## src/inc/duc_pkg.sv

```systemverilog
// package: register map, field layout and reset values of the d/a update control block
package duc_pkg;
  localparam int unsigned DATA_W = 12;
  localparam int unsigned REG_W = 16;
  // register byte offsets
  localparam logic [7:0] OFF_DATA0 = 8'h00;
  localparam logic [7:0] OFF_DATA1 = 8'h04;
  localparam logic [7:0] OFF_ENABLE = 8'h08;
  localparam logic [7:0] OFF_SYNC = 8'h0c;
  localparam logic [7:0] OFF_FORMAT = 8'h10;
  localparam logic [7:0] OFF_STOP = 8'h14;
  localparam logic [7:0] OFF_STATUS = 8'h18;
  // field positions
  localparam int unsigned EN_CH0_BIT = 6;
  localparam int unsigned EN_CH1_BIT = 7;
  localparam int unsigned EN_ALL_BIT = 5;
  localparam int unsigned SYNC_BIT = 7;
  localparam int unsigned ALIGN_BIT = 7;
  localparam int unsigned STOP_BIT = 0;
  localparam int unsigned EVT_EN_BIT = 1;
  // reset values and ahb-lite encodings
  localparam logic [15:0] RST_DATA = 16'h0000;
  localparam logic [7:0] RST_ENABLE = 8'h1f;
  localparam logic [7:0] RST_SYNC = 8'h00;
  localparam logic [7:0] RST_FORMAT = 8'h00;
  localparam logic [7:0] RST_STOP = 8'h01;
  localparam logic [1:0] HTRANS_NONSEQ = 2'h2;
  localparam logic [2:0] HSIZE_WORD = 3'h2;

  // pull the 12-bit code out of a 16-bit data register
  function automatic logic [DATA_W-1:0] align_code(input logic [REG_W-1:0] r, input logic left);
    align_code = left ? r[15:4] : r[11:0];
  endfunction : align_code
endpackage : duc_pkg

```

## src/inc/duc_upd_if.sv

```systemverilog
// interface: channel update request and result between register file and output stage
interface duc_upd_if;
  logic [1:0] pend;
  logic [1:0] take;
  logic [11:0] code0;
  logic [11:0] code1;
  modport regs (output pend, output code0, output code1, input take);
  modport stage (input pend, input code0, input code1, output take);
endinterface : duc_upd_if

```

## src/design/duc_top.sv

```systemverilog
// top: ahb-lite register file and update control of a two-channel 12-bit d/a converter
// Behaviour
// - align 0: code from bits 11..0
// - align 1: code from bits 15..4
// - sync off: outputs update independently
// - sync on: updates follow the adc
// - adc enable signal gates updates only while sync is on
// - event input starts channel 0
// - module stop halts the converter logic
//
// The AHB-Lite slave port and the address map were decided locally.
module duc_top (
  // clock and reset
  input wire logic hclk,
  input wire logic hresetn,
  // ahb-lite slave
  input wire logic hsel,
  input wire logic [7:0] haddr,
  input wire logic [1:0] htrans,
  input wire logic hwrite,
  input wire logic [2:0] hsize,
  input wire logic [31:0] hwdata,
  input wire logic hready,
  output logic [31:0] hrdata,
  output logic hreadyout,
  output logic hresp,
  // partner and event inputs
  input wire logic adc_upd_en,
  input wire logic evt_start,
  // converter side
  output logic [11:0] code0,
  output logic [11:0] code1,
  output logic [1:0] out_on
);
  logic [15:0] data0;
  logic [15:0] data1;
  logic [7:0] enable_reg;
  logic [7:0] sync_reg;
  logic [7:0] format_reg;
  logic [7:0] stop_reg;
  logic [1:0] pend;
  logic wr_pend;
  logic [7:0] wr_addr;
  logic run;
  logic [1:0] ch_en;
  logic wr_d0;
  logic wr_d1;
  logic evt_go;
  logic bus_wr;
  logic rd_go;
  logic [6:0] wr_sel;
  logic [31:0] next_hrdata;
  logic [1:0] st_code;
  logic [11:0] st_code0;
  logic [11:0] st_code1;
  duc_upd_if upd ();

  // one-hot register select, shared by the write strobes and the read mux
  function automatic logic [6:0] reg_sel(input logic [7:0] a);
    reg_sel[0] = (a == duc_pkg::OFF_DATA0);
    reg_sel[1] = (a == duc_pkg::OFF_DATA1);
    reg_sel[2] = (a == duc_pkg::OFF_ENABLE);
    reg_sel[3] = (a == duc_pkg::OFF_SYNC);
    reg_sel[4] = (a == duc_pkg::OFF_FORMAT);
    reg_sel[5] = (a == duc_pkg::OFF_STOP);
    reg_sel[6] = (a == duc_pkg::OFF_STATUS);
  endfunction : reg_sel

  // module stop freezes everything but the register file
  assign run = !stop_reg[duc_pkg::STOP_BIT];
  assign ch_en = enable_reg[duc_pkg::EN_ALL_BIT] ?
                 {enable_reg[duc_pkg::EN_CH1_BIT], enable_reg[duc_pkg::EN_CH0_BIT]} : 2'h0;

  // bus: capture address phase, write in data phase, zero wait states
  always_ff @(posedge hclk or negedge hresetn) begin
    if (!hresetn) begin
      wr_pend <= 1'b0;
      wr_addr <= 8'h00;
    end else if (hready) begin
      wr_pend <= bus_wr;
      wr_addr <= haddr;
    end
  end

  // qualified requests; non-word writes are dropped here
  assign bus_wr = hsel && hwrite && (htrans == duc_pkg::HTRANS_NONSEQ) && (hsize == duc_pkg::HSIZE_WORD);
  assign rd_go = hready && hsel && !hwrite && (htrans == duc_pkg::HTRANS_NONSEQ);

  // status has no write strobe, so writes to it fall away
  assign wr_sel = wr_pend ? reg_sel(wr_addr) : 7'h00;
  assign wr_d0 = wr_sel[0];
  assign wr_d1 = wr_sel[1];
  assign evt_go = evt_start && stop_reg[duc_pkg::EVT_EN_BIT] == 1'b1 && run;

  always_ff @(posedge hclk or negedge hresetn) begin
    if (!hresetn) begin
      data0 <= duc_pkg::RST_DATA;
    end else if (wr_d0) begin
      data0 <= hwdata[15:0];
    end
  end

  always_ff @(posedge hclk or negedge hresetn) begin
    if (!hresetn) begin
      data1 <= duc_pkg::RST_DATA;
    end else if (wr_d1) begin
      data1 <= hwdata[15:0];
    end
  end

  always_ff @(posedge hclk or negedge hresetn) begin
    if (!hresetn) begin
      enable_reg <= duc_pkg::RST_ENABLE;
    end else if (wr_sel[2]) begin
      enable_reg <= hwdata[7:0];
    end
  end

  always_ff @(posedge hclk or negedge hresetn) begin
    if (!hresetn) begin
      sync_reg <= duc_pkg::RST_SYNC;
    end else if (wr_sel[3]) begin
      sync_reg <= hwdata[7:0];
    end
  end

  always_ff @(posedge hclk or negedge hresetn) begin
    if (!hresetn) begin
      format_reg <= duc_pkg::RST_FORMAT;
    end else if (wr_sel[4]) begin
      format_reg <= hwdata[7:0];
    end
  end

  // leaves reset in module stop, so software must start the block itself
  always_ff @(posedge hclk or negedge hresetn) begin
    if (!hresetn) begin
      stop_reg <= duc_pkg::RST_STOP;
    end else if (wr_sel[5]) begin
      stop_reg <= hwdata[7:0];
    end
  end

  // pending flags: a new write wins over the take in the same cycle
  always_ff @(posedge hclk or negedge hresetn) begin
    if (!hresetn) begin
      pend <= 2'h0;
    end else begin
      pend[0] <= wr_d0 || evt_go || (pend[0] && !upd.take[0]);
      pend[1] <= wr_d1 || (pend[1] && !upd.take[1]);
    end
  end

  assign upd.pend = pend;
  assign upd.code0 = duc_pkg::align_code(data0, format_reg[duc_pkg::ALIGN_BIT]);
  assign upd.code1 = duc_pkg::align_code(data1, format_reg[duc_pkg::ALIGN_BIT]);

  duc_out_stage u_stage (
    .hclk(hclk),
    .hresetn(hresetn),
    .run(run),
    .sync_on(sync_reg[duc_pkg::SYNC_BIT]),
    .adc_upd_en(adc_upd_en),
    .ch_en(ch_en),
    .upd(upd),
    .code0(st_code0),
    .code1(st_code1),
    .out_on(st_code)
  );

  assign code0 = st_code0;
  assign code1 = st_code1;
  assign out_on = st_code;

  // read mux; unmapped offsets read zero
  always_comb begin
    logic [6:0] rd_sel;
    rd_sel = reg_sel(haddr);
    next_hrdata = 32'h0000_0000;
    if (rd_sel[0]) begin
      next_hrdata = {16'h0000, data0};
    end
    if (rd_sel[1]) begin
      next_hrdata = {16'h0000, data1};
    end
    if (rd_sel[2]) begin
      next_hrdata = {24'h000000, enable_reg};
    end
    if (rd_sel[3]) begin
      next_hrdata = {24'h000000, sync_reg};
    end
    if (rd_sel[4]) begin
      next_hrdata = {24'h000000, format_reg};
    end
    if (rd_sel[5]) begin
      next_hrdata = {24'h000000, stop_reg};
    end
    if (rd_sel[6]) begin
      next_hrdata = {26'h0000000, out_on, pend, run, sync_reg[duc_pkg::SYNC_BIT]};
    end
  end

  // read data registered in the address phase so it stands in the data phase
  always_ff @(posedge hclk or negedge hresetn) begin
    if (!hresetn) begin
      hrdata <= 32'h0000_0000;
    end else if (rd_go) begin
      hrdata <= next_hrdata;
    end
  end

  // no wait states: every register answers in one data phase
  always_ff @(posedge hclk or negedge hresetn) begin
    if (!hresetn) begin
      hreadyout <= 1'b1;
    end else begin
      hreadyout <= 1'b1;
    end
  end

  always_ff @(posedge hclk or negedge hresetn) begin
    if (!hresetn) begin
      hresp <= 1'b0;
    end else begin
      hresp <= 1'b0;
    end
  end
endmodule : duc_top

```

## src/design/duc_out_stage.sv

```systemverilog
// output stage: applies pending codes to the converter, gated by sync window and enable
module duc_out_stage (
  // clock and reset
  input wire logic hclk,
  input wire logic hresetn,
  // control
  input wire logic run,
  input wire logic sync_on,
  input wire logic adc_upd_en,
  input wire logic [1:0] ch_en,
  // request channel
  duc_upd_if.stage upd,
  // converter side
  output logic [11:0] code0,
  output logic [11:0] code1,
  output logic [1:0] out_on
);
  logic allow;
  // sync off: update freely; sync on: only when the adc permits
  assign allow = run && (!sync_on || adc_upd_en);

  always_comb begin
    upd.take = allow ? (upd.pend & ch_en) : 2'h0;
  end

  always_ff @(posedge hclk or negedge hresetn) begin
    if (!hresetn) begin
      code0 <= 12'h000;
      code1 <= 12'h000;
    end else begin
      if (upd.take[0]) begin
        code0 <= upd.code0;
      end
      if (upd.take[1]) begin
        code1 <= upd.code1;
      end
    end
  end

  // output drivers stay off while stopped or disabled
  always_ff @(posedge hclk or negedge hresetn) begin
    if (!hresetn) begin
      out_on <= 2'h0;
    end else begin
      out_on <= run ? ch_en : 2'h0;
    end
  end
endmodule : duc_out_stage

```

## config.mk

```make
export PLATFORM = sky130hd
export DESIGN_NAME = duc_top
export DESIGN_NICKNAME = d
export VERILOG_FILES = /design/src/inc/duc_pkg.sv /design/src/inc/duc_upd_if.sv /design/src/design/duc_top.sv /design/src/design/duc_out_stage.sv
export SDC_FILE = /design/constraint.sdc
export NUM_CORES = 1
export LEC_CHECK = 0
export BUFFER_PORTS_ARGS = -buffer_cell sky130_fd_sc_hd__buf_2
export CAP_MARGIN = 20
export CORE_MARGIN = 1
export CORE_UTILIZATION = 35
export DETAILED_ROUTE_END_ITERATION = 6
export PLACE_DENSITY_LB_ADDON = 0.05
export SLEW_MARGIN = 20
export SYNTH_ARGS = -nofsm -noshare
export SYNTH_HDL_FRONTEND = slang
export SYNTH_SLANG_ARGS = --single-unit
```

## constraint.sdc

```tcl
create_clock -name hclk -period 2.7 [get_ports hclk]
set_input_delay 0.27 -clock hclk [delete_from_list [all_inputs] [get_ports hclk]]
set_output_delay 0.27 -clock hclk [all_outputs]
set_load 0.01 [all_outputs]
```

After elaboration in Yosys (flattened, before gate mapping)
Cells that the tools add are included.
Storage, ports and cells
  word-level logic and storage cells: 62
  register bits after elaboration: 133
  input port bits: 52
  output and inout port bits: 60
Operators by class
  reduce and logical (&&, ||, !) cells: 22
  bitwise operators: 1
  eq/ne operators: 13
  multiplexer cells: 13
Operator list (number)
  two-way mux 16 bit: 7
  equality test 8 x 5 -> 1 bit, second input constant: 5
  equality test 8 x 4 -> 1 bit, second input constant: 4
  two-way mux 12 bit: 2
  equality test 8 x 3 -> 1 bit, second input constant: 2
  logical NOT 8 bit: 2
  logical AND 1 bit: 11
  two-way mux 2 bit: 3
  two-way mux 6 bit: 1
  logical NOT 1 bit: 5
  logical OR 1 bit: 4
  equality test 3 x 2 -> 1 bit, second input constant: 1
  bitwise AND 2 bit: 1
  equality test 2 bit, second input constant: 1

Longest topological paths before layout
Gate-level depths: netlist of the first run.
  depth after elaboration: 8
  mapped depth: 8
  depth with buffers taken out: 5

Modules after synthesis
Synthesis of the first run repeated with hierarchy kept, for this count alone.
Second synthesis, totals
  cells, all modules: 442
  area total of the unflattened synthesis: 5834.3 µm²
By module, submodules not included
  duc_top: sequential area each 2284.7 µm², cells each 383, times used 1, area each 4745.8 µm²
  duc_out_stage: sequential area each 650.6 µm², cells each 59, times used 1, area each 1088.5 µm²

Worst setup path before layout of the first run
OpenSTA, ideal clock, no wires.
  path type: reg2reg
  from: register wr_addr[6]
  to: register data1[10]
  buffers on the path: 1
  clock period less this slack: 2.206 ns
  data required time: 2.575 ns
  cell stages (with the launch flop): 7
  path slack: 0.494 ns
  library setup time: 0.125 ns
  data arrival time: 2.081 ns
  cell sequence: dfrtp_1 -> or4b_4 -> nor3_4 -> nand2b_2 -> nor3b_4 -> buf_6 -> mux2_2
Between the ends
  word-level cells in the longest chain between the ends: 2
RTL lines
  start: declaration: RTL line duc_top.sv:43  | logic [7:0] wr_addr;
  start signal: assignment: RTL line duc_top.sv:81  | wr_addr <= haddr;
  equality test 8 x 3 -> 1 bit: RTL line duc_top.sv:61  | reg_sel[1] = (a == duc_pkg::OFF_DATA1);
  two-way mux 6 bit: RTL line duc_top.sv:90  | assign wr_sel = wr_pend ? reg_sel(wr_addr) : 7'h00;
  end signal: assignment: RTL line duc_top.sv:105  | data1 <= duc_pkg::RST_DATA;
  end signal: assignment: RTL line duc_top.sv:107  | data1 <= hwdata[15:0];
  end: declaration: RTL line duc_top.sv:36  | logic [15:0] data1;
No other way between the ends.
A chain may end at the register's enable or synchronous reset.

Worst setup path after layout of the first run
  from: register wr_addr[6]
  to: register enable_reg[2]
Between the ends
  word-level cells in the longest chain between the ends: 2
RTL lines
  equality test 8 x 4 -> 1 bit: RTL line duc_top.sv:62  | reg_sel[2] = (a == duc_pkg::OFF_ENABLE);
  two-way mux 6 bit: RTL line duc_top.sv:90
  end signal: assignment: RTL line duc_top.sv:113  | enable_reg <= duc_pkg::RST_ENABLE;
  end signal: assignment: RTL line duc_top.sv:115  | enable_reg <= hwdata[7:0];
  end: declaration: RTL line duc_top.sv:37  | logic [7:0] enable_reg;
No other way between the ends.

==> results of run 1 <==
==> cell type report <==
cell class	instances	area [µm²]
repair buffers	93	523
multi-input cells	294	2300
flip-flops and latches	117	2940
inverters	1	3.75
fillers	1449	8490
clock inverters	8	170
well taps	188	235
clock buffers	24	482
==> power breakdown <==
| part | internal (mW) | switching [mW] | leakage (nW) | total (mW) |
|---|---|---|---|---|
| registers | 1.81 | 0.0485 | 1.53 | 1.86 |
| logic | 0.122 | 0.147 | 1.37 | 0.269 |
| clock network | 1.71 | 0.764 | 0.311 | 2.47 |
==> synth_stat cells, types with 3 or more instances <==
master,count
dfstp_2,6
mux4_2,3
mux2_2,75
nand3_1,4
buf_1,4
o22ai_1,5
clkbuf_1,15
nor2b_1,6
mux2i_1,43
nand2b_1,5
buf_4,19
o21ai_0,39
a21oi_1,5
dfrtp_1,111
nand3b_1,3
nand2_1,48
nor2_1,7
==> logic make-up after synthesis <==
logic type      share of synthesized area
mux                                 0.248
compound gates                     0.0719
simple gates                       0.0932
buf+inv                            0.0432
other cells                       0.00139
flops                               0.542
==> worst max path at each step <==
stage	to	cells past startpoint	start	slack, ps
after floorplan	data1[10]$_DFFE_PN0P_	6	wr_addr[6]$_DFFE_PN0P_	490
after global placement	enable_reg[3]$_DFFE_PN1P_	6	wr_addr[6]$_DFFE_PN0P_	430
after detailed placement	enable_reg[3]$_DFFE_PN1P_	6	wr_addr[6]$_DFFE_PN0P_	400
after CTS	enable_reg[2]$_DFFE_PN1P_	6	wr_addr[6]$_DFFE_PN0P_	380
after global routing	enable_reg[1]$_DFFE_PN1P_	6	wr_addr[6]$_DFFE_PN0P_	280
final	enable_reg[2]$_DFFE_PN1P_	6	wr_addr[6]$_DFFE_PN0P_	410
==> routing by layer <==
| metal | global-route usage | share of wire | vias up |
|---|---|---|---|
| met3 | 0.0396 | 0.039 | 16 |
| li1 | - | - | 1702 |
| met4 | 0.0716 | 0.017 | 0 |
| met5 | 0 | 0 | - |
| met2 | 0.267 | 0.45 | 94 |
| met1 | 0.261 | 0.50 | 1787 |
==> timing repair <==
action	4_1_cts	5_1_grt
endpoints found under the hold margin	49	0
hold buffers	1	0
buffers inserted	0	0
==> worst max-delay path, cell delays in order (launching register included) <==
cell and delay (ps):
dfrtp_1 370, or4b_4 550, nor3_4 200, nand2b_2 160, nor3b_4 360, buf_4 230
mux2_2 340
==> out/results.tsv, run 1 <==
stage	metric	value	unit
critical_path	r2r_start	wr_addr[6]$_DFFE_PN0P_	
worst_hold_path	hold_path_depth	2	
timing	rsz0062_at_grt	no	
worst_hold_path	holdCritStartpoint	hwdata[14]	
clock_network	cts.sink_count	117	
critical_path	crit_required	3030	ps
floorplanning	num_io_pins	112	
final_layout	nets	576	
synthesis	synth_edf_count	0	
clock_network	clock_latency	410	ps
route	viasPerCell	4.96	
pwr	p_leak	3.21	nW
floorplanning	die_x	126	µm
floorplanning	start_util	0.357	
critical_path	critPathKind	reg2reg	
floorplanning	rows	45	
final_layout	diodes	0	
timing	maxSlewHeadroom	0.442	
synthesis	yosysUniqueCellTypes	44	
global_routing	grt_max_degree	52	
synthesis	synth_top_area_cell	dfrtp_1	
route	first_pass_iters	4	
timing	setup_slack	405	ps
worst_hold_path	hold_end	data1[14]$_DFFE_PN0P_	
final_layout	fin_cells	725	
placement	dp_worst_setup_slack	400	ps
timing	fin_crit_sh	0.850	
critical_path	crit_arrival	2620	ps
timing	max_freq	436	MHz
final_layout	final_common_cell	dfrtp_1	
synthesis	ys_seq_area_frac	0.542	
run_status	outcome	finished clean	
critical_path	rr_endpoint	enable_reg[2]$_DFFE_PN1P_	
global_routing	antenna_found_initial	0	
final_layout	top_regs	data0: 16 flops, data1: 16 flops, hrdata: 16 flops	
timing	tightest_slew	834	ps
floorplanning	die_y	126	µm
synthesis	synth_top_area_share	0.513	
pwr	power_density	691	mW/mm²
clock_network	cts_resized	0	
final_layout	layout_common_cells	dfrtp_1, buf_2, mux2_2	
synthesis	synth.avg_cell_area	12.4	µm²
clock_network	cts_tree	done	
critical_path	cp-start-kind	flip-flop	
clock_network	clkTransAtPathRegs	50	ps
final_layout	final_area	0.00665	mm²
timing	setup_viol	0	
timing	fin_crit	2290	ps
synthesis	netlist_area	0.00541	mm²
final_layout	drive_above_1_share	0.399	
timing	hold_viol_final	0	
synthesis	synthCells	436	
route	postRouteAntennaNets	0	
route	num_vias	3599	
job	drv_cap	0	
pwr	p_total	4.60	mW
clock_network	cts-buffers-inserted	17	
final_layout	area_growth	22.9	%
timing	fin_skew	7.47	ps
placement	place_area	0.00599	mm²
floorplanning	die_area	0.0160	mm²
pwr	ir_drop	0.000409	V
timing	drv_slew	0	
route	drt-initial-drc-count	163	
worst_hold_path	hp-class	in2reg	
global_routing	grt_usage	0.182	
route	wirelength	13300	µm
clock_network	cts_max_level	4	
placement	dp_cells	692	
timing	whs	108	ps
global_routing	grt_pass1_wl	21500	µm
global_routing	grt_overflow	0	
critical_path	rr_worst_depth	6	
synthesis	ys_seq_elements	117	
synthesis	async_flop_share	1.00	
placement	dp_hpwl	9470	µm
synthesis	synth_warnings	0	
critical_path	cp-end-kind	flip-flop	
final_layout	fin_util	0.439	
placement	portBuffers	77	
placement	gp_congestion	0.783	
timing	fin_setup_tns	0	ps
route	wl_per_cell	18.3	µm
critical_path	r2r_setup_slack	410	ps
synthesis	synth-main-ff-cell	dfrtp_1	
global_routing	grt_pass1_vias	3769	
clock_network	cts_root_buffer	clkbuf_16	
floorplanning	core	0.0151	mm²
route	drc	0	
clock_network	max-clock-path-buffers	2	
synthesis	synth_area_leaders	dfrtp_1, mux2_2, mux2i_1	
critical_path	critPathMaxFanout	5	
Power figures use the tool's default switching activity.
==> inputs of run 2 (changes only) <==
--- a/config.mk
+++ b/config.mk
@@ -5,6 +5,7 @@
 export SDC_FILE = /design/constraint.sdc
 export NUM_CORES = 1
 export LEC_CHECK = 0
+export ABC_AREA = 1
 export BUFFER_PORTS_ARGS = -buffer_cell sky130_fd_sc_hd__buf_2
 export CAP_MARGIN = 20
 export CORE_MARGIN = 1
==> constraint.sdc (replaced) <==
create_clock -name hclk -period 2.29 [get_ports hclk]
set_input_delay 0.229 -clock hclk [delete_from_list [all_inputs] [get_ports hclk]]
set_output_delay 0.229 -clock hclk [all_outputs]
set_load 0.01 [all_outputs]
==> run 2 against run 1 <==
Against the previous run: clock skew decreased by 1.9 ps; clock power increased by 21%; combinational power increased by 54%; cell count increased by 29%.
==> out/results.tsv, run 2 <==
stage	metric	value	unit	change
critical_path	crit_required	2600	ps	was 3030 ps
synthesis	synthCells	652		was 436
final_layout	diodes	0		unchanged
critical_path	critPathMaxFanout	16		was 5
synthesis	ys_seq_elements	117		unchanged
final_layout	area_growth	21.9	%	was 22.9%
synthesis	synth.avg_cell_area	8.36	µm²	was 12.4 µm²
placement	place_area	0.00596	mm²	was 0.00599 mm²
synthesis	yosysMostFrequentCell	nand2_1		was dfrtp_1
pwr	p_int	4.41	mW	was 3.64 mW
floorplanning	num_io_pins	112		unchanged
critical_path	r2r_setup_slack	620	ps	was 410 ps
global_routing	grt_overflow	0		unchanged
route	drt-initial-drc-count	223		was 163
timing	fin_crit_sh	0.731		was 0.850
placement	portBuffers	77		unchanged
global_routing	grt_pass1_wl	24400	µm	was 21500 µm
floorplanning	core	0.0152	mm²	was 0.0151 mm²
synthesis	synth_top_area_cell	dfrtp_1		unchanged
critical_path	rr_endpoint	stop_reg[1]$_DFFE_PN0P_		was enable_reg[2]$_DFFE_PN1P_
floorplanning	die_x	127	µm	was 126 µm
placement	dp_hpwl	10600	µm	was 9470 µm
global_routing	grt_usage	0.204		was 0.182
pwr	p_total	5.64	mW	was 4.60 mW
final_layout	fillers	1571		was 1449
pwr	ir_drop	0.000516	V	was 0.000409 V
route	wl_per_cell	15.8	µm	was 18.3 µm
critical_path	cp-start-kind	flip-flop		unchanged
synthesis	synth_edf_count	0		unchanged
run_status	outcome	finished clean		unchanged
final_layout	final_area	0.00664	mm²	was 0.00665 mm²
final_layout	nets	785		was 576
floorplanning	start_util	0.358		was 0.357
clock_network	cts-buffers-inserted	17		unchanged
worst_hold_path	hold_end	wr_addr[4]$_DFFE_PN0P_		was data1[14]$_DFFE_PN0P_
floorplanning	die_y	127	µm	was 126 µm
final_layout	drive_above_1_share	0.200		was 0.399
worst_hold_path	hold_path_depth	3		was 2
synthesis	synth-main-ff-cell	dfrtp_1		unchanged
clock_network	max-clock-path-buffers	2		unchanged
synthesis	synth_warnings	0		unchanged
synthesis	synth_top_area_share	0.510		was 0.513
pwr	pwr-share-comb	0.074		was 0.059
timing	rsz0062_at_grt	no		unchanged
worst_hold_path	holdCritStartpoint	haddr[4]		was hwdata[14]
floorplanning	rows	45		unchanged
synthesis	ys_seq_area_frac	0.539		was 0.542
synthesis	synth_area_leaders	dfrtp_1, nand2_1, o21ai_0		was dfrtp_1, mux2_2, mux2i_1
critical_path	crit_arrival	1990	ps	was 2620 ps
placement	gp_congestion	0.773		was 0.783
pwr	power_density	850	mW/mm²	was 691 mW/mm²
global_routing	grt_max_degree	48		was 52
timing	maxSlewHeadroom	0.486		was 0.442
final_layout	fin_util	0.437		was 0.439
route	postRouteAntennaNets	0		unchanged
clock_network	ctsHoldBuffers	1		unchanged
timing	fin_crit	1670	ps	was 2290 ps
final_layout	top_regs	data0: 16 flops, data1: 16 flops, hrdata: 16 flops		unchanged
clock_network	cts.sink_count	117		unchanged
final_layout	final_common_cell	nand2_1		was dfrtp_1
clock_network	cts_max_level	4		unchanged
worst_hold_path	hp-class	in2reg		unchanged
timing	fin_setup_tns	0	ps	unchanged
global_routing	antenna_found_initial	0		unchanged
pwr	p_leak	3.71	nW	was 3.21 nW
route	viasPerCell	4.79		was 4.96
synthesis	yosysUniqueCellTypes	31		was 44
final_layout	fin_cells	934		was 725
placement	dp_cells	901		was 692
clock_network	cts_tree	done		unchanged
route	wirelength	14700	µm	was 13300 µm
timing	setup_viol	0		unchanged
synthesis	netlist_area	0.00545	mm²	was 0.00541 mm²
job	drv_cap	0		unchanged
route	num_vias	4476		was 3599
clock_network	post_cts_buffers	0		unchanged
timing	max_freq	597	MHz	was 436 MHz
critical_path	rr_worst_depth	3		was 6
floorplanning	die_area	0.0161	mm²	was 0.0160 mm²
clock_network	cts_root_buffer	clkbuf_16		unchanged
route	first_pass_iters	4		unchanged
global_routing	grt_pass1_vias	4573		was 3769
pwr	p_clk_frac	0.531		was 0.538
final_layout	multi_input_area	0.00207	mm²	was 0.00230 mm²
critical_path	r2r_start	wr_addr[5]$_DFFE_PN0P_		was wr_addr[6]$_DFFE_PN0P_
timing	fin_skew	5.52	ps	was 7.47 ps
critical_path	cp-end-kind	flip-flop		unchanged
pwr	netSwitchingFraction	0.219		was 0.209
synthesis	synth_common_cells	nand2_1, dfrtp_1, o21ai_0		was dfrtp_1, mux2_2, nand2_1
timing	drv_slew	0		unchanged
route	drc	0		unchanged
synthesis	async_flop_share	1.00		unchanged
clock_network	clock_latency	410	ps	about the same
pwr	netSwitchingPower	1.24	mW	was 0.960 mW
timing	tightest_slew	770	ps	was 834 ps
clock_network	cts_resized	0		unchanged
critical_path	critPathKind	reg2reg		unchanged
timing	hold_viol_final	0		unchanged
clock_network	clkTransAtPathRegs	50	ps	about the same
pwr	p_seq_frac	0.396		was 0.404
final_layout	layout_common_cells	nand2_1, dfrtp_1, o21ai_0		was dfrtp_1, buf_2, mux2_2
final_layout	register_area	0.00294	mm²	unchanged
run 2: cell count changes after synthesis, moves of 6 or more:
cell / before / now
mux2i_1: 43 / 0
nand4_1: 1 / 7
a22o_1: 0 / 8
nor2_1: 7 / 55
a31oi_1: 0 / 17
nand3_1: 4 / 25
nand2_1: 48 / 207
inv_1: 1 / 56
mux2_2: 75 / 0
a31oi_2: 0 / 7
o21ai_0: 39 / 77
nor2b_1: 6 / 0
run 2: stage by stage:
step	hold WS, ps	setup slack, ps
2_1_floorplan	-66.6	996
3_3_place_gp	211	545
3_5_place_dp	212	488
4_1_cts	29.6	602
5_1_grt	47.0	431
6_report	47.9	616
run 2: cell type report:
class / count / area share
Sequential cell: 117 / 0.442
Multi-Input combinational cell: 448 / 0.311
Timing Repair Buffer: 90 / 0.0772
Clock buffer: 24 / 0.0755
Tap cell: 188 / 0.0354
Inverter: 59 / 0.0333
Clock inverter: 8 / 0.0252
run 2: power by group through the flow:
| stage | sequential (mW) | combinational, mW | clock (mW) |
|---|---|---|---|
| after floorplan | 2.30 | 0.203 | 0 |
| after global placement | 2.27 | 0.418 | 0 |
| after detailed placement | 2.27 | 0.421 | 0 |
| after CTS | 2.23 | 0.425 | 3.06 |
| after global routing | 2.24 | 0.473 | 3.17 |
| final | 2.23 | 0.415 | 3.00 |
run 2: critical path: stages (launching register included):
cell	delay (ps)
dfrtp_1	390
nor4_2	320
nand3_1	500
o21ai_0	350
run 2: how the worst max path moves through the flow:
stage	startpoint	endpoint	slack [ps]	cells past startpoint
6_report	wr_addr[5]$_DFFE_PN0P_	stop_reg[1]$_DFFE_PN0P_	620	3
3_5_place_dp	haddr[1]	hrdata[2]$_DFFE_PN0P_	490	10
4_1_cts	wr_addr[5]$_DFFE_PN0P_	stop_reg[1]$_DFFE_PN0P_	600	3
2_1_floorplan	wr_addr[5]$_DFFE_PN0P_	format_reg[6]$_DFFE_PN0P_	1000	5
5_1_grt	wr_addr[1]$_DFFE_PN0P_	sync_reg[2]$_DFFE_PN0P_	430	3
3_3_place_gp	haddr[1]	hrdata[4]$_DFFE_PN0P_	540	10
run 2: metal layers:
metal / vias to the layer above / global-route usage / wire (µm)
met5: - / 0 / 0
li1: 2231 / - / -
met1: 2136 / 0.255 / 6690
met4: 0 / 0.0784 / 279
met2: 93 / 0.340 / 7230
met3: 16 / 0.0510 / 544
run 2: cell families after synthesis:
kind of cell,after synthesis,share of synthesized area
other cells,2,0.00138
compound gates,119,0.130
buf+inv,103,0.0928
simple gates,311,0.237
flops,117,0.539
